File: src/design/tbr_map.vh
// What this block does
// RULE_01: thirty-six track outputs, data on 2 to 33
// RULE_02: system outputs 0,1,34,35 never rotate
// RULE_03: data outputs split into groups of 8 or 16
// RULE_04: step advances per frame, restarts at even second
// RULE_05: rotation off unless track count divisible by eight
// RULE_06: eight-step when /8 only, or /16 at <=2 Mbit/s
// RULE_07: eight-step moves stream two tracks up, wrapping
// RULE_08: sixteen-step when /16 at >=4 Mbit/s
// RULE_09: sixteen-step even tracks: steps 8-15 cross halves
// RULE_10: odd tracks follow the even sixteen-step map
// RULE_11: parity over 8 or 16 rotated data outputs
// RULE_12: eight-groups 2-9,10-17,18-25,26-33 to any system
// RULE_13: sixteen-groups 2-17,10-25,18-33 to any system
// RULE_14: parity rebuilds any single lost group track
// RULE_15: parity bit is XOR across group per bit
// RULE_16: first field bit is sample at time code
// RULE_17: last field bit is sample before next code
`ifndef TBR_MAP_VH
`define TBR_MAP_VH

// register byte offsets
`define TBR_ADDR_CTRL 12'h000
`define TBR_ADDR_PAR 12'h004
`define TBR_ADDR_STAT 12'h008
`define TBR_ADDR_FIELD 12'h00C

// control register fields
`define TBR_CTRL_EN 0
`define TBR_CTRL_RESTART 1
`define TBR_CNT_LSB 8
`define TBR_CNT_MSB 13
`define TBR_RATE_LSB 16
`define TBR_RATE_MSB 19
`define TBR_CTRL_MASK 32'h000F_3F01
`define TBR_CTRL_RST 32'h0000_0000

// parity routing: one nibble per system output
`define TBR_PAR_MASK 32'h0000_FFFF
`define TBR_PAR_RST 32'h0000_0000
`define TBR_PAR_EN_BIT 3

// status fields
`define TBR_STAT_STEP_LSB 0
`define TBR_STAT_MODE_LSB 4
`define TBR_STAT_FRM_LSB 16

// rotation modes
`define TBR_MODE_OFF 2'h0
`define TBR_MODE_EIGHT 2'h1
`define TBR_MODE_SIXTEEN 2'h2

// parity group selects, 0..3 eight-wide, 4..6 sixteen-wide
`define TBR_GRP_SIXTEEN_BASE 3'h4

// write rate thresholds in Mbit/s per track
`define TBR_RATE_SLOW_MAX 4'h2
`define TBR_RATE_FAST_MIN 4'h4

// track layout
`define TBR_NUM_TRACKS 36
`define TBR_NUM_DATA 32
`define TBR_DATA_BASE 2
`define TBR_SYS_HI 34

`endif

File: src/design/tbr_xpar.v
`timescale 1ns/1ns
`include "tbr_map.vh"

// cross-track parity of one selected group of rotated data outputs
module tbr_xpar (
  input wire [31:0] data,
  input wire [2:0] grp_sel,
  output reg par
);

  reg [15:0] span;
  reg [4:0] base;

  always @* begin
    span = 16'h0000;
    base = 5'h00;
    if (grp_sel < `TBR_GRP_SIXTEEN_BASE) begin
      // groups 2-9, 10-17, 18-25, 26-33
      base = {grp_sel[1:0], 3'h0}; // [RULE_12]
      span = {8'h00, data[base +: 8]};
    end else if (grp_sel != 3'h7) begin
      // groups 2-17, 10-25, 18-33
      base = {grp_sel[1:0], 3'h0}; // [RULE_13]
      span = data[base +: 16];
    end
    // xor of all group bits: any one lost track is the xor of the rest
    par = ^span; // [RULE_14] [RULE_15]
  end

endmodule // tbr_xpar

File: src/design/tbr_top.v
// The implementer's own choices: the address map and the APB interface to the registers.
`timescale 1ns/1ns
`include "tbr_map.vh"

module tbr_top (
  input wire pclk,
  input wire presetn,
  input wire psel,
  input wire penable,
  input wire pwrite,
  input wire [11:0] paddr,
  input wire [31:0] pwdata,
  output reg [31:0] prdata,
  output wire pready,
  output reg pslverr,
  input wire bit_valid,
  input wire frame_mark,
  input wire even_sec_mark,
  input wire tc_mark,
  input wire field_active,
  input wire [35:0] src_bits,
  output reg [35:0] trk_bits,
  output reg trk_valid,
  output reg field_first,
  output reg [3:0] roll_step
);

  // ---------------------------------------------------------------
  // decode helpers
  // ---------------------------------------------------------------

  // rotation mode from track count and per-track write rate
  function [1:0] mode_of;
    input [5:0] cnt;
    input [3:0] rate;
    begin
      mode_of = `TBR_MODE_OFF;
      if (cnt == 6'h00 || cnt[2:0] != 3'h0) begin
        mode_of = `TBR_MODE_OFF; // [RULE_05]
      end else if (cnt[3] == 1'b1) begin
        mode_of = `TBR_MODE_EIGHT; // [RULE_06]
      end else if (rate <= `TBR_RATE_SLOW_MAX) begin
        mode_of = `TBR_MODE_EIGHT; // [RULE_06]
      end else if (rate >= `TBR_RATE_FAST_MIN) begin
        mode_of = `TBR_MODE_SIXTEEN; // [RULE_08]
      end
      // rates strictly between the two thresholds leave rotation off
    end
  endfunction

  // source data index feeding data output j at step s.
  // index layout: bit0 track parity, bits 3:1 slot within the
  // eight same-parity tracks of a half, bit4 the half (2-17/18-33)
  function [4:0] src_idx;
    input [4:0] j;
    input [3:0] s;
    input sixteen;
    reg [2:0] slot;
    reg half;
    begin
      // stream in slot i lands in slot i+step: invert by subtracting
      slot = j[3:1] - s[2:0]; // [RULE_07] [RULE_09]
      // steps 8-15 of the long sequence swap halves
      half = j[4] ^ (sixteen & s[3]); // [RULE_09] [RULE_10]
      src_idx = {half, slot, j[0]}; // [RULE_10]
    end
  endfunction

  // status word packing; unused bits read zero
  function [31:0] stat_word;
    input [15:0] frm;
    input [1:0] md;
    input [3:0] stp;
    begin
      stat_word = 32'h0000_0000;
      stat_word[`TBR_STAT_FRM_LSB +: 16] = frm;
      stat_word[`TBR_STAT_MODE_LSB +: 2] = md;
      stat_word[`TBR_STAT_STEP_LSB +: 4] = stp;
    end
  endfunction

  // ---------------------------------------------------------------
  // APB register file
  // ---------------------------------------------------------------
  reg [31:0] ctrl_q;
  reg [31:0] par_q;
  reg restart_q;
  wire wr_en;
  wire rd_en;
  wire addr_ok;

  // zero wait states: every access finishes in its first access cycle
  assign pready = 1'b1;
  assign wr_en = psel & penable & pwrite;
  assign rd_en = psel & penable & ~pwrite;
  assign addr_ok = (paddr == `TBR_ADDR_CTRL) ||
                   (paddr == `TBR_ADDR_PAR) ||
                   (paddr == `TBR_ADDR_STAT) ||
                   (paddr == `TBR_ADDR_FIELD);

  always @(posedge pclk or negedge presetn) begin
    if (!presetn) begin
      ctrl_q <= `TBR_CTRL_RST;
      par_q <= `TBR_PAR_RST;
      restart_q <= 1'b0;
    end else begin
      restart_q <= 1'b0;
      if (wr_en && paddr == `TBR_ADDR_CTRL) begin
        ctrl_q <= pwdata & `TBR_CTRL_MASK;
        restart_q <= pwdata[`TBR_CTRL_RESTART];
      end
      if (wr_en && paddr == `TBR_ADDR_PAR) begin
        par_q <= pwdata & `TBR_PAR_MASK;
      end
    end
  end

  wire [5:0] trk_cnt;
  wire [3:0] wr_rate;
  wire roll_en;
  wire [1:0] mode;
  wire sixteen;

  assign trk_cnt = ctrl_q[`TBR_CNT_MSB:`TBR_CNT_LSB];
  assign wr_rate = ctrl_q[`TBR_RATE_MSB:`TBR_RATE_LSB];
  assign roll_en = ctrl_q[`TBR_CTRL_EN];
  assign mode = roll_en ? mode_of(trk_cnt, wr_rate) : `TBR_MODE_OFF;
  assign sixteen = (mode == `TBR_MODE_SIXTEEN);

  // ---------------------------------------------------------------
  // step counter
  // ---------------------------------------------------------------
  reg [3:0] step_q;
  reg [3:0] step_d;
  reg [15:0] frm_cnt_q;

  always @* begin
    step_d = step_q;
    if (even_sec_mark || restart_q) begin
      // even-second restart wins over a frame in the same cycle
      step_d = 4'h0; // [RULE_04]
    end else if (frame_mark) begin
      if (sixteen) begin
        step_d = step_q + 4'h1; // [RULE_04]
      end else begin
        step_d = {1'b0, step_q[2:0] + 3'h1}; // [RULE_04]
      end
    end
  end

  always @(posedge pclk or negedge presetn) begin
    if (!presetn) begin
      step_q <= 4'h0;
      frm_cnt_q <= 16'h0000;
    end else begin
      step_q <= step_d;
      if (even_sec_mark || restart_q) begin
        frm_cnt_q <= 16'h0000;
      end else if (frame_mark) begin
        frm_cnt_q <= frm_cnt_q + 16'h0001;
      end
    end
  end

  // ---------------------------------------------------------------
  // track rotation
  // ---------------------------------------------------------------
  wire [31:0] data_in;
  reg [31:0] data_rot;
  integer k;

  assign data_in = src_bits[`TBR_SYS_HI-1:`TBR_DATA_BASE]; // [RULE_01]

  always @* begin
    data_rot = data_in;
    for (k = 0; k < `TBR_NUM_DATA; k = k + 1) begin
      if (mode != `TBR_MODE_OFF) begin
        // both modes work on groups of eight or sixteen tracks
        data_rot[k] = data_in[src_idx(k[4:0], step_q, sixteen)]; // [RULE_03]
      end
    end
  end

  // ---------------------------------------------------------------
  // cross-track parity on the rotated streams
  // ---------------------------------------------------------------
  wire [3:0] par_bit;
  wire [3:0] sys_in;
  reg [3:0] sys_out;
  integer n;

  genvar g;
  generate
    for (g = 0; g < 4; g = g + 1) begin : g_par
      tbr_xpar u_xpar (
        .data(data_rot),
        .grp_sel(par_q[4*g +: 3]),
        .par(par_bit[g])
      ); // [RULE_11]
    end
  endgenerate

  // system streams stay on their own outputs unless parity replaces them
  assign sys_in = {src_bits[`TBR_NUM_TRACKS-1:`TBR_SYS_HI], src_bits[1:0]};

  always @* begin
    sys_out = sys_in; // [RULE_02]
    for (n = 0; n < 4; n = n + 1) begin
      if (par_q[4*n + `TBR_PAR_EN_BIT]) begin
        sys_out[n] = par_bit[n]; // [RULE_11] [RULE_12] [RULE_13]
      end
    end
  end

  // ---------------------------------------------------------------
  // output stage and field alignment
  // ---------------------------------------------------------------
  reg tc_pend_q;
  reg [15:0] fld_bits_q;
  reg [15:0] fld_last_q;
  reg fld_run_q;

  always @(posedge pclk or negedge presetn) begin
    if (!presetn) begin
      trk_bits <= 36'h0_0000_0000;
      trk_valid <= 1'b0;
      roll_step <= 4'h0;
    end else begin
      trk_valid <= bit_valid;
      roll_step <= step_q;
      if (bit_valid) begin
        // samples pass in arrival order: overhead takes no sample slot
        trk_bits <= {sys_out[3:2], data_rot, sys_out[1:0]}; // [RULE_17]
      end
    end
  end

  // a time-code mark tags the sample of that instant as the first of
  // the next field; the pending flag covers marks seen before the field
  always @(posedge pclk or negedge presetn) begin
    if (!presetn) begin
      tc_pend_q <= 1'b0;
      field_first <= 1'b0;
      fld_bits_q <= 16'h0000;
      fld_last_q <= 16'h0000;
      fld_run_q <= 1'b0;
    end else begin
      field_first <= 1'b0;
      if (bit_valid && field_active && (tc_mark || tc_pend_q)) begin
        field_first <= 1'b1; // [RULE_16]
        tc_pend_q <= 1'b0;
        fld_run_q <= 1'b1;
        fld_bits_q <= 16'h0001;
        if (fld_run_q) begin
          // bits of the field just closed, ending on the sample before this mark
          fld_last_q <= fld_bits_q; // [RULE_17]
        end
      end else begin
        if (tc_mark) begin
          tc_pend_q <= 1'b1; // [RULE_16]
        end
        if (bit_valid && field_active && fld_run_q) begin
          fld_bits_q <= fld_bits_q + 16'h0001;
        end
      end
    end
  end

  // ---------------------------------------------------------------
  // APB read and error answer
  // ---------------------------------------------------------------
  always @(posedge pclk or negedge presetn) begin
    if (!presetn) begin
      prdata <= 32'h0000_0000;
      pslverr <= 1'b0;
    end else begin
      pslverr <= 1'b0;
      if (psel && !penable) begin
        pslverr <= ~addr_ok;
        prdata <= 32'h0000_0000;
        if (!pwrite) begin
          case (paddr)
            `TBR_ADDR_CTRL: begin
              prdata <= ctrl_q;
            end
            `TBR_ADDR_PAR: begin
              prdata <= par_q;
            end
            `TBR_ADDR_STAT: begin
              prdata <= stat_word(frm_cnt_q, mode, step_q); // [RULE_04]
            end
            `TBR_ADDR_FIELD: begin
              prdata <= {16'h0000, fld_last_q};
            end
            default: begin
              prdata <= 32'h0000_0000;
            end
          endcase
        end
      end
    end
  end

endmodule // tbr_top

File: config.mk
export PLATFORM = sky130hd
export DESIGN_NAME = tbr_top
export DESIGN_NICKNAME = d
export VERILOG_FILES = /design/src/design/tbr_xpar.v /design/src/design/tbr_top.v
export VERILOG_INCLUDE_DIRS = /design/src /design/src/design
export SDC_FILE = /design/constraint.sdc
export NUM_CORES = 1
export LEC_CHECK = 0
export ABC_CLOCK_PERIOD_IN_PS = 6600
export BUFFER_PORTS_ARGS = -buffer_cell sky130_fd_sc_hd__buf_4
export CAP_MARGIN = 30
export CORE_MARGIN = 2
export CORE_UTILIZATION = 40
export CTS_CLUSTER_DIAMETER = 150
export DETAILED_ROUTE_END_ITERATION = 10
export HOLD_SLACK_MARGIN = 0.02
export PLACE_DENSITY_LB_ADDON = 0.1
export SYNTH_ARGS = -nofsm -noshare
export SYNTH_HDL_FRONTEND = slang
export SYNTH_SLANG_ARGS = --single-unit
File: constraint.sdc
create_clock -name pclk -period 6.6 [get_ports pclk]
set_input_delay 0.99 -clock pclk [delete_from_list [all_inputs] [get_ports pclk]]
set_output_delay 0.99 -clock pclk [all_outputs]
set_load 0.01 [all_outputs]
==> results.json, run 1 <==
{
  "status": "finished clean",
  "vdd_drop_max_uv": 169.2,
  "dr.pass1.iters": 5,
  "fp.dieH_um": 161.2,
  "first_iter_violations": 557,
  "antenna_found_initial": 0,
  "synth_edf_count": 0,
  "tns_ns": 0,
  "yosysTopAreaCell": "dfrtp_1",
  "hold_violations": 0,
  "clock_path_buffers": 2,
  "p_per_area_nw_per_um2": 224.5,
  "postCtsSetupRepairBufs": 0,
  "power_leakage_nw": 5.219,
  "num_vias": 7707,
  "rows": 57,
  "hpwl_mm": 20.44,
  "slew_viol_final": 0,
  "postCtsHoldBufs": 0,
  "cp-start-kind": "flip-flop",
  "startpoint": "step_q[1]$_DFFE_PN0P_",
  "period_needed_ns": 5.226,
  "h-tree-depth": 4,
  "cts_tree": "yes",
  "grt_pass1_wl_mm": 44.93,
  "die_area_um2": 25990,
  "nets": 1114,
  "synth_nets": 988,
  "root_buffer": "clkbuf_16",
  "pin_count": 166,
  "via_per_inst": 5.684,
  "report.final.setup_viol": 0,
  "fin_hold_ws_ns": 0.4277,
  "syn_avg_cell_area_um2": 11.07,
  "fmaxAchievable_mhz": 191.3,
  "cp-end-kind": "flip-flop",
  "tightestPinTransition_ns": 1.008,
  "power.share.clock_pct": 37.7,
  "critPathKind": "flip-flop to flip-flop",
  "worst_ep_required_time_ns": 6.89,
  "synthToLayoutAreaGrowth_pct": 20.22,
  "p_sw_mw": 0.8275,
  "cp-endpoint": "trk_bits[35]$_DFFE_PN0P_",
  "min_period_over_period_pct": 79.18,
  "final_cells": 1356,
  "hp-class": "flip-flop to flip-flop",
  "layout-drive-gt1-share_pct": 32.56,
  "cp.arrival_ns": 5.51,
  "port_buffers": 152,
  "routabilityCongestion": 0.8722,
  "grt_max_degree": 65,
  "post-route-drc-count": 0,
  "crit_fanout": 17,
  "design_area_um2": 11890,
  "power.internal_mw": 1.841,
  "relSlewSlack_pct": 32.82,
  "grt_overflow": 0,
  "grt_pass1_vias": 7632,
  "syn_area_um2": 9887,
  "grt_usage_pct": 22.20,
  "r2r-start": "step_q[1]$_DFFE_PN0P_",
  "rr_endpoint": "trk_bits[35]$_DFFE_PN0P_",
  "ant_nets": 0,
  "core_area_um2": 24320,
  "switching_share_pct": 31.00,
  "clock_latency_ns": 0.44,
  "yosysWarnings": 0,
  "reg2reg_slack_ns": 1.37,
  "synth_common_cells": "dfrtp_1, mux2i_1, nor2_1",
  "rsz0062_at_grt": "no",
  "cap_viol_max_count": 0,
  "antenna_cells": 0,
  "placed_cell_area_um2": 11290,
  "yosys.area.top_type_share_pct": 39.74,
  "synth-main-ff-cell": "dfrtp_1",
  "fin_skew_ns": 0.01607,
  "fillers": 2272,
  "clkSinkCount": 157,
  "cts_resized": 0,
  "clk_pin_slew_ns": 0.07,
  "cts_made_buffers": 17,
  "synth_cell_types": 74,
  "synth_seq_area_share_pct": 39.74,
  "p_comb_share_pct": 22.9,
  "start_util_pct": 40.65,
  "fp.dieW_um": 161.2,
  "rr_worst_depth": 13,
  "drt_wl_total_mm": 27.95,
  "synth_area_leaders": "dfrtp_1, mux4_2, mux2i_1",
  "routedWlPerCell_um": 20.61,
  "synthMostInstantiatedCell": "dfrtp_1",
  "ys_seq_elements": 157,
  "async_reset_ff_share_pct": 100.0,
  "p_seq_share_pct": 39.4,
  "dp.cells": 1324,
  "syn_inst": 893
}
metrics by stage:
step / utilization (%) / worst slack (ns) / power [mW]
2_1_floorplan: - / 1.821 / 1.461
3_3_place_gp: 46.38 / 1.459 / 1.674
3_5_place_dp: 46.42 / 1.427 / 1.680
4_1_cts: 48.88 / 1.369 / 2.692
5_1_grt: 48.88 / 1.127 / 2.793
6_report: 48.88 / 1.374 / 2.669
registers in the layout, indices dropped and copies added (netlist names):
name and cells:
ctrl_q 11, field_first 1, fld_bits_q 16, fld_last_q 16
fld_run_q 1, frm_cnt_q 16, par_q 16, prdata 32
pslverr 1, restart_q 1, roll_step 4, step_q 4
tc_pend_q 1, trk_bits 36, trk_valid 1
cells in the final DEF, fill, tap and decap left out, types with 17 or more instances in the layout:
cell type / instances
nand2_1: 57
clkbuf_16: 17
a21oi_1: 32
dfrtp_1: 156
o21ai_0: 50
a22o_1: 17
mux2i_1: 78
xnor2_1: 23
nor2_1: 78
xor2_1: 30
buf_4: 165
mux2_2: 63
and3_1: 17
mux4_2: 43
layer usage:
metal | up-vias | track usage, % | part of all wire [%]
li1 | 3574 | - | -
met1 | 3871 | 32.73 | 48
met2 | 237 | 33.61 | 45
met3 | 25 | 4.289 | 6.2
met4 | 0 | 5.844 | 1.2
met5 | - | 0 | 0
kinds of logic after synthesis:
family | synth area share (%)
AOI/OAI and AO/OA | 13.73
DFF | 39.74
and+or+nand+nor | 10.66
other | 0.03793
muxes | 24.98
buffers and inverters | 3.240
adders and majority gates | 0.6328
xor gates and xnor gates | 6.986
worst min path at each step:
| stage | to | slack (ns) | start | cells past startpoint |
|---|---|---|---|---|
| 5_1_grt | roll_step[3]$_DFF_PN0_ | 0.45 | step_q[3]$_DFFE_PN0P_ | 0 |
| 3_3_place_gp | roll_step[3]$_DFF_PN0_ | 0.40 | step_q[3]$_DFFE_PN0P_ | 0 |
| 3_5_place_dp | roll_step[3]$_DFF_PN0_ | 0.41 | step_q[3]$_DFFE_PN0P_ | 0 |
| 6_report | roll_step[3]$_DFF_PN0_ | 0.43 | step_q[3]$_DFFE_PN0P_ | 0 |
| 4_1_cts | roll_step[3]$_DFF_PN0_ | 0.42 | step_q[3]$_DFFE_PN0P_ | 0 |
| 2_1_floorplan | roll_step[2]$_DFF_PN0_ | 0.38 | step_q[2]$_DFFE_PN0P_ | 0 |
worst max-delay path: stages (launching register included):
cell	delay, ns
dfrtp_1	0.63
inv_1	0.13
ha_1	0.45
buf_4	0.29
nor2_1	0.62
a222oi_1	0.34
o221ai_1	0.51
xor2_1	0.54
xnor2_1	0.17
xnor2_1	0.20
or2_2	0.30
mux4_2	0.48
xnor2_1	0.24
o221ai_1	0.17
cell type report:
type	instances	area, µm²	share of cell area [%]
inverter	12	45.04	0.3789
sequential	157	3930	33.06
clock buffer	17	425.4	3.579
clock inverter	15	171.4	1.442
tap	324	405.4	3.411
timing repair buffer	167	1261	10.61
multi-input combinational	664	5648	47.52
power groups by stage:
stage                     Sequential (mW)  Combinational [mW]  Clock (mW)
after floorplan                      1.06               0.401           0
after global placement               1.07               0.606           0
after detailed placement             1.07               0.611           0
after CTS                            1.05               0.614        1.03
after global routing                 1.06               0.667        1.07
final                                1.05               0.612        1.01
(Power assumes the default switching activity.)
==> inputs of run 2 (changes only) <==
ABC_CLOCK_PERIOD_IN_PS = 4600   (was 6600)
clock period = 4.6 ns   (was 6.6 ns; I/O delays follow)
==> run 2 against run 1 <==
  * Sequential power up 43%
  * Global-route usage up 0.24 points
  * Highest routed layer unchanged
  * First-iteration DRC count decreased by 13%
  * Final area rose by 2.8%
  * Cell count up 2.0%
  * Critical path depth fell by 2
  * Power grew 44%
  * Combinational power increased by 54%
==> results.json, run 2 (same netlist as run 1, synthesis figures left out) <==
{
  "status": "finished clean",
  "power_mw": 3.839,
  "crit_fanout": 20,
  "layout_setup_ws_ns": 0.1885,
  "cp_top_family": "simple AND/OR/NAND/NOR gates",
  "ant_nets": 0,
  "core_area_um2": 24320,
  "cp_num_cells": 11,
  "cap_viol_max_count": 0,
  "reg.largest.list": "trk_bits x36, prdata x32",
  "grt_overflow": 0,
  "clkSinkCount": 157,
  "die_area_um2": 25990,
  "fp.dieH_um": 161.2,
  "min_period_over_period_pct": 95.90,
  "cp-end-kind": "flip-flop",
  "clock_latency_ns": 0.43,
  "dp_worst_setup_slack_ns": 0.04166,
  "period_needed_ns": 4.412,
  "rows": 57,
  "cts_tree": "yes",
  "postCtsHoldBufs": 0,
  "rr_worst_depth": 11,
  "post-route-drc-count": 0,
  "grt_pass1_vias": 7835,
  "clk_pin_slew_ns": 0.07,
  "num_vias": 7750,
  "via_per_inst": 5.604,
  "layout_commonest_cell": "buf_4",
  "layout_common_cells": "buf_4, dfrtp_1, nor2_1",
  "h-tree-depth": 4,
  "cp-start-kind": "flip-flop",
  "synthToLayoutAreaGrowth_pct": 23.56,
  "report.final.setup_viol": 0,
  "post-route-util_pct": 50.23,
  "cts_made_buffers": 17,
  "critPathKind": "flip-flop to flip-flop",
  "antenna_cells": 0,
  "root_buffer": "clkbuf_16",
  "power_leakage_nw": 5.375,
  "grt_usage_pct": 22.45,
  "fin_skew_ns": 0.02492,
  "routedWlPerCell_um": 20.41,
  "slew_viol_final": 0,
  "relSlewSlack_pct": 37.04,
  "hpwl_mm": 20.83,
  "max_stage_delay_ns": 0.67,
  "p_per_area_nw_per_um2": 314.3,
  "crit_slowest_cell": "or4_4",
  "fp.dieW_um": 161.2,
  "dr.pass1.iters": 7,
  "hp-class": "input pin to asynchronous set/reset pin",
  "antenna_found_initial": 0,
  "fmaxAchievable_mhz": 226.7,
  "port_buffers": 152,
  "rsz0062_at_grt": "no",
  "largest_reg_flops": 36,
  "path_cells": "or4b_1 > or4_4 > buf_12 > o221ai_2 > xor2_2 > xnor2_1 > xnor2_1 > or2_2 > mux4_2 > xnor2_1 > o221ai_1",
  "cp.arrival_ns": 4.69,
  "grt_pass1_wl_mm": 45.53,
  "routabilityCongestion": 0.8779,
  "vdd_drop_max_uv": 236.4,
  "drt_wl_total_mm": 28.22,
  "final_cells": 1383,
  "grt_max_degree": 104,
  "hold_violations": 0,
  "start_util_pct": 40.65,
  "nets": 1141,
  "clock_path_buffers": 2,
  "first_iter_violations": 486,
  "pin_count": 166,
  "regMostFlops": "trk_bits",
  "cp_num_buf_inv": 1,
  "tightestPinTransition_ns": 0.9444,
  "layout-drive-gt1-share_pct": 35.22,
  "cpMostUsedCell": "xnor2_1",
  "worst_ep_required_time_ns": 4.88,
  "dp.cells": 1347,
  "fin_hold_ws_ns": 0.2363
}
## run 2: cell count changes in the layout (fill, tap and decap cells not counted), moves of 2 or more
cell / previous run / this run
clkinv_4: 0 / 2
inv_8: 5 / 7
buf_12: 0 / 6
xor2_1: 30 / 27
buf_4: 165 / 186
clkinv_2: 2 / 0
inv_6: 4 / 1
xor2_2: 3 / 6
## run 2: path summary, 6_finish.rpt
path,startpoint,to,slack [ns]
max in group asynchronous,presetn,trk_bits[10]$_DFFE_PN0P_,3.42
worst max-delay path,ctrl_q[10]$_DFFE_PN0P_,trk_bits[35]$_DFFE_PN0P_,0.19
worst max register to register,ctrl_q[10]$_DFFE_PN0P_,trk_bits[35]$_DFFE_PN0P_,0.19
min in group pclk,step_q[3]$_DFFE_PN0P_,roll_step[3]$_DFF_PN0_,0.43
worst min-delay path,presetn,roll_step[0]$_DFF_PN0_,0.24
worst min register to register,step_q[3]$_DFFE_PN0P_,roll_step[3]$_DFF_PN0_,0.43
## run 2: final cells by class
type                            instances  area, µm²
Clock buffer                           17      425.4
Sequential cell                       157       3930
Clock inverter                         15      168.9
Fill cell                            2245      12100
Multi-Input combinational cell        664       5703
Inverter                               12      45.04
Timing Repair Buffer                  194       1539
Tap cell                              324      405.4
## run 2: through the flow
stage,cell area [µm²],TNS (ns)
after floorplan,9888,0
after global placement,11490,-0.1701
after detailed placement,11520,0
after CTS,12120,0
after global routing,12220,0
final,12220,0
## run 2: report_power, final
part / total, mW / internal [mW] / switching, mW
Combinational: 0.943 / 0.464 / 0.479
Clock: 1.40 / 0.733 / 0.665
Sequential: 1.50 / 1.44 / 0.0544
## run 2: layer usage
metal  routed length (µm)  vias up  track usage [%]
met5                    0        -                0
met4                  416        0            5.195
met3                 1777       34            4.854
met2                12670      249            34.37
met1                13360     3836            32.69
li1                     -     3631                -
## run 2: repair_timing
action                     CTS  global route
setup endpoints to repair    0             3
buffers inserted             0             4
gates resized for setup      0            11
